`src/rmis_defs.vh`:
```
/*
 * Constants for the relative move and input status block: status word layout,
 * error codes, command codes and trajectory modes.
 * Assumes inclusion by bare name from the design file.
 */
`ifndef RMIS_DEFS_VH
`define RMIS_DEFS_VH

`define RMIS_NUM_AXES 6
`define RMIS_HOME_LSB 0
`define RMIS_INDEX_LSB 8
`define RMIS_DIN_LSB 16
`define RMIS_STATUS_RESET 32'h00000000

`define RMIS_CMD_NONE 2'h0
`define RMIS_CMD_STATUS 2'h1
`define RMIS_CMD_MOVE 2'h2

`define RMIS_ERR_NONE 8'h00
`define RMIS_ERR_AXIS_MISSING 8'h25
`define RMIS_ERR_AXIS_RANGE 8'h09
`define RMIS_ERR_PARAM_MISSING 8'h26
`define RMIS_ERR_POS_HW_LIMIT 8'h04
`define RMIS_ERR_NEG_HW_LIMIT 8'h05
`define RMIS_ERR_POS_SW_LIMIT 8'h06
`define RMIS_ERR_NEG_SW_LIMIT 8'h07
`define RMIS_ERR_GROUP 8'h1f
`define RMIS_ERR_TRAJ_MODE 8'h20

`define RMIS_TRAJ_TRAP 2'h0
`define RMIS_TRAJ_SCURVE 2'h1

`define RMIS_HEX_DIGITS 4'h8

`endif

```
`src/rmis_core.v`:
```
/*
 * Relative move checker and input level status reporter.
 * Assumes a command decoder that presents parsed fields with a one-cycle strobe,
 * per-axis trajectory generators that take a target with a start pulse, and
 * raw asynchronous input pins for home, index and digital inputs.
 */
// How it works
// - Status bits 0..5 follow home input level of axes 1..6.
// - Bits 8..13 follow index inputs; bits 6,7,14,15,31 read zero.
// - Bits 16..18 follow digital inputs A, B and C.
// - Status request sends the status word as hexadecimal text characters.
// - Missing axis gives code 37; axis outside 1..fitted gives code 9.
// - Missing distance gives code 38 and starts no motion.
// - Move into positive or negative hardware limit gives xx04 or xx05.
// - Move past positive or negative software limit gives xx06 or xx07.
// - Displacement magnitude must stay within the per-axis resolution bound; the check misses the most negative distance.
// - Accepted move targets current position plus displacement, using configured profile.
// - Axis in a group gives xx31 and starts nothing.
// - Trajectory mode not trapezoidal or s-curve gives xx32.
`timescale 1ns/1ps
`include "rmis_defs.vh"

module rmis_core (
	input wire mclk_in,
	input wire rst_n_in,
	input wire [5:0] home_pin_in,
	input wire [5:0] index_pin_in,
	input wire [2:0] din_pin_in,
	input wire [5:0] pos_hw_limit_pin_in,
	input wire [5:0] neg_hw_limit_pin_in,
	input wire cmd_valid_in,
	input wire [1:0] cmd_code_in,
	input wire axis_present_in,
	input wire [3:0] axis_num_in,
	input wire dist_present_in,
	input wire signed [63:0] dist_in,
	input wire [2:0] axes_fitted_in,
	input wire [5:0] axis_grouped_in,
	input wire [11:0] axis_traj_mode_in,
	input wire [383:0] axis_pos_in,
	input wire [383:0] sw_pos_limit_in,
	input wire [383:0] sw_neg_limit_in,
	input wire [383:0] max_disp_in,
	input wire tx_ready_in,
	output reg [31:0] status_two_out,
	output reg err_valid_out,
	output reg [3:0] err_axis_out,
	output reg [7:0] err_code_out,
	output reg [5:0] move_start_out,
	output reg [63:0] move_target_out,
	output reg tx_valid_out,
	output reg [7:0] tx_char_out,
	output reg busy_out
);

	reg [14:0] pin_sync1_r;
	reg [14:0] pin_sync2_r;
	reg [11:0] lim_sync1_r;
	reg [11:0] lim_sync2_r;
	reg [31:0] shift_r;
	reg [31:0] shift_nxt;
	reg [3:0] digits_r;
	reg [3:0] digits_nxt;
	reg tx_valid_nxt;
	reg [7:0] tx_char_nxt;
	reg err_valid_nxt;
	reg [3:0] err_axis_nxt;
	reg [7:0] err_code_nxt;
	reg [5:0] move_start_nxt;
	reg [63:0] move_target_nxt;
	reg signed [63:0] cur_pos;
	reg signed [63:0] target;
	reg signed [63:0] pos_lim;
	reg signed [63:0] neg_lim;
	reg signed [63:0] max_disp;
	reg signed [63:0] mag;
	reg [1:0] mode;
	reg [2:0] ax;
	reg [31:0] status_word;
	reg [7:0] hw_err;
	reg [7:0] sw_err;

	// Per-axis fields are unpacked once so the checks read plain arrays.
	wire signed [63:0] pos_arr [0:5];
	wire signed [63:0] pos_lim_arr [0:5];
	wire signed [63:0] neg_lim_arr [0:5];
	wire signed [63:0] max_disp_arr [0:5];
	wire [1:0] mode_arr [0:5];
	genvar g;
	generate
		for (g = 0; g < `RMIS_NUM_AXES; g = g + 1) begin : g_axis
			assign pos_arr[g] = axis_pos_in[g*64 +: 64];
			assign pos_lim_arr[g] = sw_pos_limit_in[g*64 +: 64];
			assign neg_lim_arr[g] = sw_neg_limit_in[g*64 +: 64];
			assign max_disp_arr[g] = max_disp_in[g*64 +: 64];
			assign mode_arr[g] = axis_traj_mode_in[g*2 +: 2];
		end
	endgenerate

	// Converts one nibble to its ASCII hexadecimal character.
	function [7:0] hex_char;
		input [3:0] nib;
		begin
			if (nib < 4'ha) begin
				hex_char = 8'h30 + {4'h0, nib};
			end else begin
				hex_char = 8'h37 + {4'h0, nib};
			end
		end
	endfunction

	// True for the two profile modes that a relative move may use.
	function mode_ok;
		input [1:0] m;
		begin
			if (m == `RMIS_TRAJ_TRAP || m == `RMIS_TRAJ_SCURVE) begin
				mode_ok = 1'b1;
			end else begin
				mode_ok = 1'b0;
			end
		end
	endfunction

	// limit by direction
	// Hardware limits only block travel toward the active switch; a zero move never blocks.
	function [7:0] hw_code;
		input signed [63:0] d;
		input pos_hit;
		input neg_hit;
		begin
			if (!d[63] && d != 64'h0 && pos_hit) begin
				hw_code = `RMIS_ERR_POS_HW_LIMIT;
			end else if (d[63] && neg_hit) begin
				hw_code = `RMIS_ERR_NEG_HW_LIMIT;
			end else begin
				hw_code = `RMIS_ERR_NONE;
			end
		end
	endfunction

	// magnitude bound first
	// An oversized step has no code of its own, so it is reported as a software limit.
	// The sign of the step picks the positive or the negative code.
	function [7:0] sw_code;
		input signed [63:0] d;
		input signed [63:0] m;
		input signed [63:0] bound;
		input signed [63:0] tgt;
		input signed [63:0] hi;
		input signed [63:0] lo;
		begin
			if (m > bound) begin
				sw_code = d[63] ? `RMIS_ERR_NEG_SW_LIMIT : `RMIS_ERR_POS_SW_LIMIT;
			end else if (tgt > hi) begin
				sw_code = `RMIS_ERR_POS_SW_LIMIT;
			end else if (tgt < lo) begin
				sw_code = `RMIS_ERR_NEG_SW_LIMIT;
			end else begin
				sw_code = `RMIS_ERR_NONE;
			end
		end
	endfunction

	// Synchronise home, index and digital input pins; the first stage feeds only the second.
	always @(posedge mclk_in or negedge rst_n_in) begin
		if (!rst_n_in) begin
			pin_sync1_r <= 15'h0000;
			pin_sync2_r <= 15'h0000;
		end else begin
			pin_sync1_r <= {din_pin_in, index_pin_in, home_pin_in};
			pin_sync2_r <= pin_sync1_r;
		end
	end

	// Limit switches are synchronised apart from the status pins as they gate motion.
	always @(posedge mclk_in or negedge rst_n_in) begin
		if (!rst_n_in) begin
			lim_sync1_r <= 12'h000;
			lim_sync2_r <= 12'h000;
		end else begin
			lim_sync1_r <= {neg_hw_limit_pin_in, pos_hw_limit_pin_in};
			lim_sync2_r <= lim_sync1_r;
		end
	end

	always @* begin
		status_word = `RMIS_STATUS_RESET;
		status_word[`RMIS_HOME_LSB +: 6] = pin_sync2_r[5:0];
		status_word[`RMIS_INDEX_LSB +: 6] = pin_sync2_r[11:6];
		status_word[`RMIS_DIN_LSB +: 3] = pin_sync2_r[14:12];
	end

	always @* begin
		ax = axis_num_in[2:0] - 3'h1;
		cur_pos = pos_arr[ax];
		pos_lim = pos_lim_arr[ax];
		neg_lim = neg_lim_arr[ax];
		max_disp = max_disp_arr[ax];
		mode = mode_arr[ax];
		// The most negative distance stays negative here, so the magnitude bound check below does not catch it.
		mag = dist_in[63] ? -dist_in : dist_in;
		// target is current position plus displacement
		target = cur_pos + dist_in;
		hw_err = hw_code(dist_in, lim_sync2_r[ax], lim_sync2_r[6 + ax]);
		sw_err = sw_code(dist_in, mag, max_disp, target, pos_lim, neg_lim);

		shift_nxt = shift_r;
		digits_nxt = digits_r;
		tx_valid_nxt = 1'b0;
		tx_char_nxt = tx_char_out;
		err_valid_nxt = 1'b0;
		err_axis_nxt = err_axis_out;
		err_code_nxt = err_code_out;
		move_start_nxt = 6'h00;
		move_target_nxt = move_target_out;

		if (digits_r != 4'h0) begin
			// hex text out, most significant nibble first
			if (!tx_valid_out || tx_ready_in) begin
				tx_valid_nxt = 1'b1;
				tx_char_nxt = hex_char(shift_r[31:28]);
				shift_nxt = {shift_r[27:0], 4'h0};
				digits_nxt = digits_r - 4'h1;
			end else begin
				tx_valid_nxt = 1'b1;
			end
		// Commands wait until the last character has left, so acceptance matches busy.
		end else if (tx_valid_out) begin
			tx_valid_nxt = !tx_ready_in;
		end else if (cmd_valid_in && cmd_code_in == `RMIS_CMD_STATUS) begin
			shift_nxt = status_word;
			digits_nxt = `RMIS_HEX_DIGITS;
		end else if (cmd_valid_in && cmd_code_in == `RMIS_CMD_MOVE) begin
			err_valid_nxt = 1'b1;
			err_axis_nxt = axis_num_in;
			if (!axis_present_in) begin
				err_axis_nxt = 4'h0;
				err_code_nxt = `RMIS_ERR_AXIS_MISSING;
			end else if (axis_num_in == 4'h0 || axis_num_in > {1'b0, axes_fitted_in}) begin
				err_axis_nxt = 4'h0;
				err_code_nxt = `RMIS_ERR_AXIS_RANGE;
			end else if (!dist_present_in) begin
				err_axis_nxt = 4'h0;
				err_code_nxt = `RMIS_ERR_PARAM_MISSING;
			end else if (axis_grouped_in[ax]) begin
				err_code_nxt = `RMIS_ERR_GROUP;
			end else if (!mode_ok(mode)) begin
				err_code_nxt = `RMIS_ERR_TRAJ_MODE;
			// hardware limits in direction of travel
			end else if (hw_err != `RMIS_ERR_NONE) begin
				err_code_nxt = hw_err;
			// magnitude bound, checked ahead of the position limits
			end else if (sw_err != `RMIS_ERR_NONE) begin
				err_code_nxt = sw_err;
			end else begin
				err_valid_nxt = 1'b0;
				move_start_nxt[ax] = 1'b1;
				move_target_nxt = target;
			end
		end
	end

	always @(posedge mclk_in or negedge rst_n_in) begin
		if (!rst_n_in) begin
			status_two_out <= `RMIS_STATUS_RESET;
			shift_r <= 32'h00000000;
			digits_r <= 4'h0;
			tx_valid_out <= 1'b0;
			tx_char_out <= 8'h00;
			err_valid_out <= 1'b0;
			err_axis_out <= 4'h0;
			err_code_out <= `RMIS_ERR_NONE;
			move_start_out <= 6'h00;
			move_target_out <= 64'h0;
			busy_out <= 1'b0;
		end else begin
			status_two_out <= status_word;
			shift_r <= shift_nxt;
			digits_r <= digits_nxt;
			tx_valid_out <= tx_valid_nxt;
			tx_char_out <= tx_char_nxt;
			err_valid_out <= err_valid_nxt;
			err_axis_out <= err_axis_nxt;
			err_code_out <= err_code_nxt;
			move_start_out <= move_start_nxt;
			move_target_out <= move_target_nxt;
			// Busy follows the next state so it drops in the cycle the last character is taken.
			busy_out <= (digits_nxt != 4'h0) || tx_valid_nxt;
		end
	end

endmodule // rmis_core

```
`config.mk`:
```
export PLATFORM = sky130hd
export DESIGN_NAME = rmis_core
export DESIGN_NICKNAME = d
export VERILOG_FILES = /design/src/rmis_core.v
export VERILOG_INCLUDE_DIRS = /design/src /design/src/src
export SDC_FILE = /design/constraint.sdc
export NUM_CORES = 1
export LEC_CHECK = 0
export ABC_AREA = 1
export BUFFER_PORTS_ARGS = -buffer_cell sky130_fd_sc_hd__buf_2
export CAP_MARGIN = 10
export CORE_AREA = 10 10 689 691
export CTS_CLUSTER_DIAMETER = 30
export CTS_CLUSTER_SIZE = 30
export DETAILED_ROUTE_END_ITERATION = 8
export DIE_AREA = 0 0 699 701
export PLACE_DENSITY_LB_ADDON = 0.3
export SYNTH_ARGS = -nofsm -noshare
export SYNTH_HDL_FRONTEND = slang
export SYNTH_SLANG_ARGS = --single-unit
export TNS_END_PERCENT = 30
```
`constraint.sdc`:
```
create_clock -name mclk_in -period 5.2 [get_ports mclk_in]
set_input_delay 0 -clock mclk_in [delete_from_list [all_inputs] [get_ports mclk_in]]
set_output_delay 0 -clock mclk_in [all_outputs]
set_load 0.01 [all_outputs]
```
* After elaboration in Yosys (flattened, before gate mapping) *
Index checks and enable logic that the tools add are counted.

storage, ports and cells
  register bits after elaboration = 198
  input bits = 1660
  output and inout port bits = 125
  logic and storage cells = 154

cells by class
  $add $sub $neg = 7
  $lt $le $gt $ge = 10
  equal/unequal tests = 6
  multiplexer cells = 82
  bitwise logic cells = 8
  reduce and logical (&&, ||, !) cells = 26

operators by type and width
  kind                   count
  $bmux W64 S3           4
  $mux W64               9
  $gt A64 B64 Y1         2
  $mux W32               4
  $mux W6                11
  $add A64 B64 Y64       1
  $lt A64 B64 Y1         1
  $neg A64 Y64           1
  $reduce_bool A64 Y1    1
  $mux W8                7
  $mux W4                7
  $mux W1                27
  $reduce_bool A8 Y1     2
  $mux W3                5
  $add A6 B4 Y7 const A  2
  $reduce_and A11 Y1     1
  $reduce_bool A4 Y1     2
  $mux W7                1
  $ne A7 B5 Y1 const B   1
  $not A1 Y1             7
  $bmux W1 S3            2
  $bmux W2 S3            1
  $logic_and A1 B1 Y1    6
  $lt A3 B5 Y1 const B   1
  25 further kinds       33

* Logic depth before layout (Yosys ltp) *
Gate-level depths: netlist of the first run.

  word-level depth = 25
  depth in mapped cells = 54
  gate-level depth less buffers = 46

* Least setup slack after synthesis of the first run *
OpenSTA, ideal clock, no wires.

  path kind = input -> register
  start point = in axis_num_in[0]
  end point = reg move_target_out[57]
  setup time = 117 ps
  data arrival time = 7341 ps
  required time = 5083 ps
  slack = -2259 ps
  stages = 51
  buffers on the path = 10
  cell sequence = buf_4 > inv_2 > buf_2 > clkbuf_1 > clkbuf_1 > clkbuf_1 > clkbuf_1 > ha_1 > inv_1 > nor2_1 > inv_1 > clkbuf_1 > clkbuf_1 > a21oi_1 > or3_1 > ha_1 > fa_1 > nand3_1 > [15 not listed] > ha_1 > nand2_1 > nor3_1 > nor4b_1 > and3_1 > nand2_1 > nand2_1 > nand2_1 > nand3_1 > nand2_1 > inv_1 > nand3_1 > inv_2 > nand2_2 > buf_4 > buf_6 > o21ai_1 > inv_1

on the way
  elaborated cells between the ends (all ways) = 57

RTL lines
  element                                           line             text
  start: declaration                                rmis_core.v:34   input wire [3:0] axis_num_in,
  $sub A3 B1 Y3 (*)                                 rmis_core.v:194  ax = axis_num_in[2:0] - 3'h1;
  $not A3 Y4 (implied by the code) (*)              rmis_core.v:195  cur_pos = pos_arr[ax];
  $bmux W64 S3 (*)                                  rmis_core.v:195
  $mux W64 (implied by the code) (*) (2 in series)  rmis_core.v:195
  $add A64 B64 Y64 (*)                              rmis_core.v:203  target = cur_pos + dist_in;
  via sw_code.tgt[56]                               rmis_core.v:148  input signed [63:0] tgt;
  $lt A64 B64 Y1                                    rmis_core.v:156  end else if (tgt < lo) begin
  $mux W3                                           rmis_core.v:156
  $mux W3 (*)                                       rmis_core.v:154  end else if (tgt > hi) begin
  $mux W3 (*)                                       rmis_core.v:152  if (m > bound) begin
  $reduce_bool A8 Y1 (no line) (*)                  n/a
  $not A1 Y1 (no line) (*)                          n/a
  $reduce_and A11 Y1 (no line) (*)                  n/a
  end signal: assignment                            rmis_core.v:286  move_target_out <= move_target_nxt;
  end: declaration                                  rmis_core.v:50   output reg [63:0] move_target_out,

The timed path passes the listed nets; every way through them passes the cells marked *. The select of a mux whose other input is x is not followed.
A chain may end at the register's enable or synchronous reset.

* Worst setup path after layout of the first run *
  start point = in axis_num_in[0]
  end point = reg move_target_out[20]

The elaborated chain is that of the path after synthesis.

==> flow_summary.yaml, run 1 <==
detailed_routing:
  wl_met2_um: 195400
  top_layer_used: "met5"
  drc: 0
  antenna_left: 0
  wl_um: 381500
  wl_met3_um: 24970
  via_per_inst: 3.297
  drt_iter0_drc: 3510
  wl_per_cell_um: 27.43
  wl_met1_um: 149500
  drt_pre_antenna_iters: 5
  vias: 45850
timing:
  fin_crit_ns: 5.898
  fin_ws_ns: -0.6978
  slew_viol_final: 0
  worst_slew_pin_slew_ns: 1.425
  skew_ns: 0.04348
  min_period_over_period_pct: 113.4
  slew-limit-headroom_pct: 4.256
  setup_viol: 77
  rsz0062_at_grt: "true"
  setup_tns_ns: -43.41
  fin_hold_ws_ns: 0.04801
  max_clock_freq_ghz: 0.1696
  hold_viol: 0
synth:
  yosysTopAreaCell: "nand2_1"
  ys_ff_latch: 195
  postSynth.asyncResetShare_pct: 100.0
  synthFlopType: "dfrtp_1"
  synth_xor_area_share_pct: 3.620
  synth_cell_types: 60
  synth_compound_area_share_pct: 21.72
  synthCells: 5142
  synth_top_family_by_area: "simple AND/OR/NAND/NOR gates"
  seq_area_frac_synth_pct: 16.55
  synth-adder-area-share_pct: 11.19
  synth-edff-count: 0
  synth_top_area_share_pct: 24.98
  synth_simple_gate_area_share_pct: 36.59
  synth.area.top_cells: "nand2_1 25%, dfrtp_1 17%, a21oi_1 16%"
  syn_avg_cell_area_um2: 5.734
  syn_area_um2: 29490
  synthMuxAreaShare_pct: 1.426
  yosys_warnings: 0
power_and_ir_drop:
  p_total_w: 0.01427
  power.density_nw_per_um2: 246.8
  p_sw_share_pct: 49.52
  power_frac_clock_pct: 13.9
  p_switching_w: 0.007065
  vdd_ir_drop_max_uv: 147.7
  p_leak_nw: 26.93
  comb_power_share_pct: 73.6
  seqPwrFrac_pct: 12.5
  internal_power_w: 0.007202
final_layout:
  layout_commonest_cell: "nand2_1"
  stdcell_area_um2: 57820
  final_cell_mix: "1918 x nand2_1, 1755 x buf_2, 856 x a21oi_1, 770 x buf_4, 339 x inv_1"
  final_nets: 9531
  syn2layout_area_growth_pct: 96.08
  layout-drive-gt1-share_pct: 41.47
clock_tree:
  clk_pin_slew_ns: 0.07
  htreeDepth: 4
  clock-root-buffer: "clkbuf_16"
  cts_buffers: 25
  clkLatencyLatePin_ns: 0.60
  cts_buffer_depth: 3
  cts_tree: "done"
  cts.sinks: 195
worst_hold_path:
  hold_depth: 6
  worstHoldPathType: "input pin to flop"
die:
  floorplan.initialDensity_pct: 6.391
  core_area_um2: 461400
  row_count: 250
  die_h_um: 701
  die_w_um: 699
  die_area_um2: 490000
  pin_count: 1785
worst_setup_path:
  critical_path.max_fanout: 74
  cp_common_cell: "nand2_1"
  critPathMaxStageDelay_ns: 0.50
  end_kind: "flop"
  crit_path_top_delay_cell: "mux2i_1"
  critical_path_arrival_ns: 6.35
  critPathLaunchType: "input pin"
  rr_worst_depth: 15
  path_class: "input pin to flop"
  crit_required_ns: 5.65
grt:
  grtUsageTotal_pct: 14.61
  grt_pass1_wl_um: 471600
  grt_max_degree: 146
  antenna_found_initial: 276
  grt_overflow: 0
  grt_pass1_vias: 45520
placement:
  dp.final_hpwl_um: 338800
  dpl_cell_area_um2: 52880
  place_congestion: 0.8954
  dp_slack_ns: -2.323
  portBuffers: 1758
status:
  violations: "negative setup slack"
  status: "finished with violations"
flow_run:
  maxCapViolCount: 0
## power by group through the flow
stage	combinational (W)	sequential [W]	clock, W
6_report	0.0105	0.00179	0.00198
5_1_grt	0.0116	0.00181	0.00215
4_1_cts	0.0108	0.00179	0.00212
3_5_place_dp	0.0101	0.00182	0
3_3_place_gp	0.0100	0.00182	0
2_1_floorplan	0.00343	0.00180	0
## routing by layer
metal	global-route usage, %	vias to the layer above
met3	3.510	453
met4	2.646	84
met1	16.74	21380
met5	0	-
met2	27.51	1861
li1	-	22070
## cell type report
class / count / area [um^2]
timing repair buffer: 2728 / 18070
multi-input combinational: 4296 / 24630
fill: 54540 / 403600
antenna: 120 / 300.3
sequential: 195 / 4880
tap: 6174 / 7725
inverter: 362 / 1418
clock buffer: 26 / 629.4
clock inverter: 6 / 158.9
## state kept, by name, summed over array words and instances, names as in the netlist
| signal | flops |
|---|---|
| err_code_out | 6 |
| lim_sync2_r | 12 |
| digits_r | 4 |
| tx_valid_out | 1 |
| busy_out | 1 |
| status_two_out | 15 |
| err_valid_out | 1 |
| pin_sync2_r | 15 |
| shift_r | 32 |
| tx_char_out | 7 |
| move_target_out | 64 |
| err_axis_out | 4 |
| lim_sync1_r | 12 |
| pin_sync1_r | 15 |
| move_start_out | 6 |
## cell usage after synthesis, types with 7 or more instances
library cell,n
a211oi_1,14
a21oi_1,920
a31oi_1,38
buf_1,37
buf_4,22
clkbuf_1,243
dfrtp_1,195
ha_1,262
inv_1,357
mux2i_1,42
nand2_1,1962
nand2_2,7
nand3_1,88
nand4_1,32
nor2_1,216
nor2_4,8
nor3_1,218
nor4_1,24
o211ai_1,13
o21a_1,16
o21ai_0,138
o21ai_1,20
o221ai_1,22
or3_1,45
xnor2_1,46
xor2_1,74
## metrics by stage
step	std cells	util, %
finish	13910	12.53
CTS	13760	12.28
global placement	13630	11.45
floorplan	5161	-
global route	13860	12.50
detailed placement	13630	11.46
## cell families (layout without fill, tap and decap cells)
family	count (synthesis)	count (layout)
DFF	195	195
other	1	140
AOI/OAI and AO/OA	1212	1212
and+or+nand+nor	2638	2638
xor gates and xnor gates	121	121
adders and majority gates	263	263
muxes	42	42
buffers and inverters	670	3122
## critical path: cells and delay by family
family,cells,cell delay [ns]
compound gates,9,1.43
mux,1,0.50
xor+xnor,1,0.19
fa+ha+maj,2,0.64
buf+inv,14,2.31
simple gates,11,1.09
## path summary, 6_finish.rpt
kind,start,to,slack (ns)
worst max-delay path,axis_num_in[0],move_target_out[20],-0.70
max in group asynchronous,rst_n_in,tx_char_out[0],3.86
worst min register to register,pin_sync1_r[6],pin_sync2_r[6],0.32
worst max register to register,lim_sync2_r[1],move_target_out[20],2.25
worst min-delay path,cmd_code_in[1],err_axis_out[3],0.05
min in group asynchronous,rst_n_in,status_two_out[2],0.09
## repair_timing
item | 4_1_cts | 5_1_grt
setup buffers | 55 | 15
hold endpoints to repair | 125 | 0
pin swaps | 75 | 22
gates resized for setup | 396 | 139
gates cloned | 10 | 9
hold buffers | 42 | 0
setup endpoints to repair | 77 | 77
Power figures use the tool's default switching activity.
==> run 2: changes to the inputs <==
--- a/config.mk
+++ b/config.mk
@@ -14,7 +14,9 @@
 export CTS_CLUSTER_SIZE = 30
 export DETAILED_ROUTE_END_ITERATION = 8
 export DIE_AREA = 0 0 699 701
+export GPL_TIMING_DRIVEN = 0
 export PLACE_DENSITY_LB_ADDON = 0.3
+export REMOVE_ABC_BUFFERS = 1
 export SYNTH_ARGS = -nofsm -noshare
 export SYNTH_HDL_FRONTEND = slang
 export SYNTH_SLANG_ARGS = --single-unit
==> run 2 against run 1 <==
The run still ends with negative setup slack left; final cell count down 5.0%; largest cell class unchanged; highest routed layer unchanged; power down 14%; die area unchanged; clock skew down 0.0037 ns; sequential cell count unchanged; count of clock-buffer cells in the layout down 4; non-clock buffer count down 659.
==> flow_summary.yaml, run 2 (synthesis results as in run 1) <==
final_layout:
  layout-drive-gt1-share_pct: 36.20
  regArea_um2: 4880
  syn2layout_area_growth_pct: 79.96
  layout_commonest_cell: "nand2_1"
  multi_input_area_um2: 24740
  reg_top3: "move_target_out (64), shift_r (32)"
  final_cell_mix: "1910 x nand2_1, 1757 x buf_2, 874 x a21oi_1, 334 x inv_1, 218 x ha_1"
  stdcell_area_um2: 53060
  largest_reg_flops: 64
  fill_cells: 54590
  max_flop_register: "move_target_out"
  final_nets: 8879
worst_setup_path:
  end_kind: "flop"
  critPathLaunchType: "input pin"
  critPathMaxStageDelay_ns: 0.67
  critical_path.max_fanout: 8
  critical_path_arrival_ns: 8.45
  rr_worst_depth: 11
  crit_path_top_delay_cell: "nand4_1"
  crit_required_ns: 5.66
  cp_common_cell: "buf_16"
  path_class: "input pin to flop"
timing:
  setup_viol: 77
  hold_viol: 0
  fin_crit_ns: 7.990
  skew_ns: 0.03977
  slew-limit-headroom_pct: 3.536
  min_period_over_period_pct: 153.7
  max_clock_freq_ghz: 0.1252
  fin_hold_ws_ns: 0.03487
  fin_ws_ns: -2.790
  setup_tns_ns: -207.41
  worst_slew_pin_slew_ns: 1.447
  rsz0062_at_grt: "true"
  slew_viol_final: 0
clock_tree:
  cts_tree: "done"
  cts_buffer_depth: 3
  clk_pin_slew_ns: 0.10
  clock-root-buffer: "clkbuf_16"
  cts_buffers: 21
  clkLatencyLatePin_ns: 0.60
  cts.sinks: 195
  htreeDepth: 4
die:
  floorplan.initialDensity_pct: 6.391
  die_area_um2: 490000
  die_w_um: 699
  die_h_um: 701
  core_area_um2: 461400
  pin_count: 1785
  row_count: 250
detailed_routing:
  vias: 43930
  wl_um: 376400
  wl_per_cell_um: 28.49
  via_per_inst: 3.325
  drt_iter0_drc: 3540
  drt_pre_antenna_iters: 6
  antenna_left: 0
  drc: 0
power_and_ir_drop:
  power_frac_clock_pct: 14.6
  seqPwrFrac_pct: 14.4
  internal_power_w: 0.005617
  power.density_nw_per_um2: 231.3
  vdd_ir_drop_max_uv: 146.1
  p_leak_nw: 23.91
  comb_power_share_pct: 70.9
  p_switching_w: 0.006655
  p_sw_share_pct: 54.23
grt:
  grt_overflow: 0
  grt_pass1_vias: 42890
  grt_pass1_wl_um: 463200
  grt_max_degree: 164
  antenna_found_initial: 230
  grtUsageTotal_pct: 14.45
placement:
  place_congestion: 0.8902
  portBuffers: 1758
  dp.final_hpwl_um: 298100
  dpl_cell_area_um2: 46340
worst_hold_path:
  worstHoldPathType: "input pin to flop"
  hold_depth: 4
status:
  violations: "negative setup slack"
  status: "finished with violations"
flow_run:
  maxCapViolCount: 0
-- run 2: layout make-up --
class	instances	area share (%)
well taps	6174	14.56
clock inverters	11	0.2570
clock buffers	22	0.9974
diodes	72	0.3395
inverters	362	2.740
multi-input cells	4300	46.63
repair inverters	7	0.1155
repair buffers	2069	25.17
flip-flops and latches	195	9.196
-- run 2: worst paths after layout --
kind / end / slack (ns) / startpoint
min in group asynchronous: pin_sync2_r[7] / 0.52 / rst_n_in
max in group asynchronous: move_target_out[10] / 3.61 / rst_n_in
max reg2reg: shift_r[4] / 1.55 / digits_r[0]
min: move_start_out[5] / 0.03 / cmd_valid_in
min reg2reg: pin_sync2_r[4] / 0.35 / pin_sync1_r[4]
max: move_target_out[9] / -2.79 / axis_num_in[0]
-- run 2: power groups by stage --
stage	Combinational, W	Sequential [W]	Clock, W
2_1_floorplan	0.00338	0.00180	0
5_1_grt	0.00964	0.00180	0.00195
3_5_place_dp	0.00743	0.00180	0
4_1_cts	0.00898	0.00177	0.00194
6_report	0.00870	0.00177	0.00179
3_3_place_gp	0.00744	0.00180	0
-- run 2: routing by layer --
metal / vias to the layer above / wire (um) / global-route usage [%]
met5: - / 589 / 0
met4: 86 / 9515 / 2.703
met3: 458 / 23810 / 3.005
met2: 1945 / 182500 / 25.55
met1: 20730 / 160000 / 18.12
li1: 20720 / - / -
-- run 2: timing repair --
action	4_1_cts	5_1_grt
resized for setup	537	49
cloned	49	3
hold endpoints to repair	186	0
setup endpoints to repair	77	77
setup buffers	136	14
pin swaps	106	24
hold buffers	40	0
-- run 2: critical path, delay by kind of cell --
family / cells / cell delay [ns]
adder cells (fa/ha/maj): 3 / 0.79
XOR/XNOR: 2 / 0.27
buffers and inverters: 19 / 2.58
AO/OA/AOI/OAI: 7 / 1.32
AND/OR/NAND/NOR: 14 / 3.10
-- run 2: per-stage QoR --
step | instances | worst slack, ns | power [W] | utilization (%)
floorplan | 4853 | -10.52 | 0.005173 | -
global placement | 12790 | -78.50 | 0.009247 | 9.713
detailed placement | 12860 | -10.28 | 0.009235 | 10.04
CTS | 13120 | -3.039 | 0.01270 | 11.37
global route | 13180 | -2.925 | 0.01339 | 11.48
finish | 13210 | -2.790 | 0.01227 | 11.50
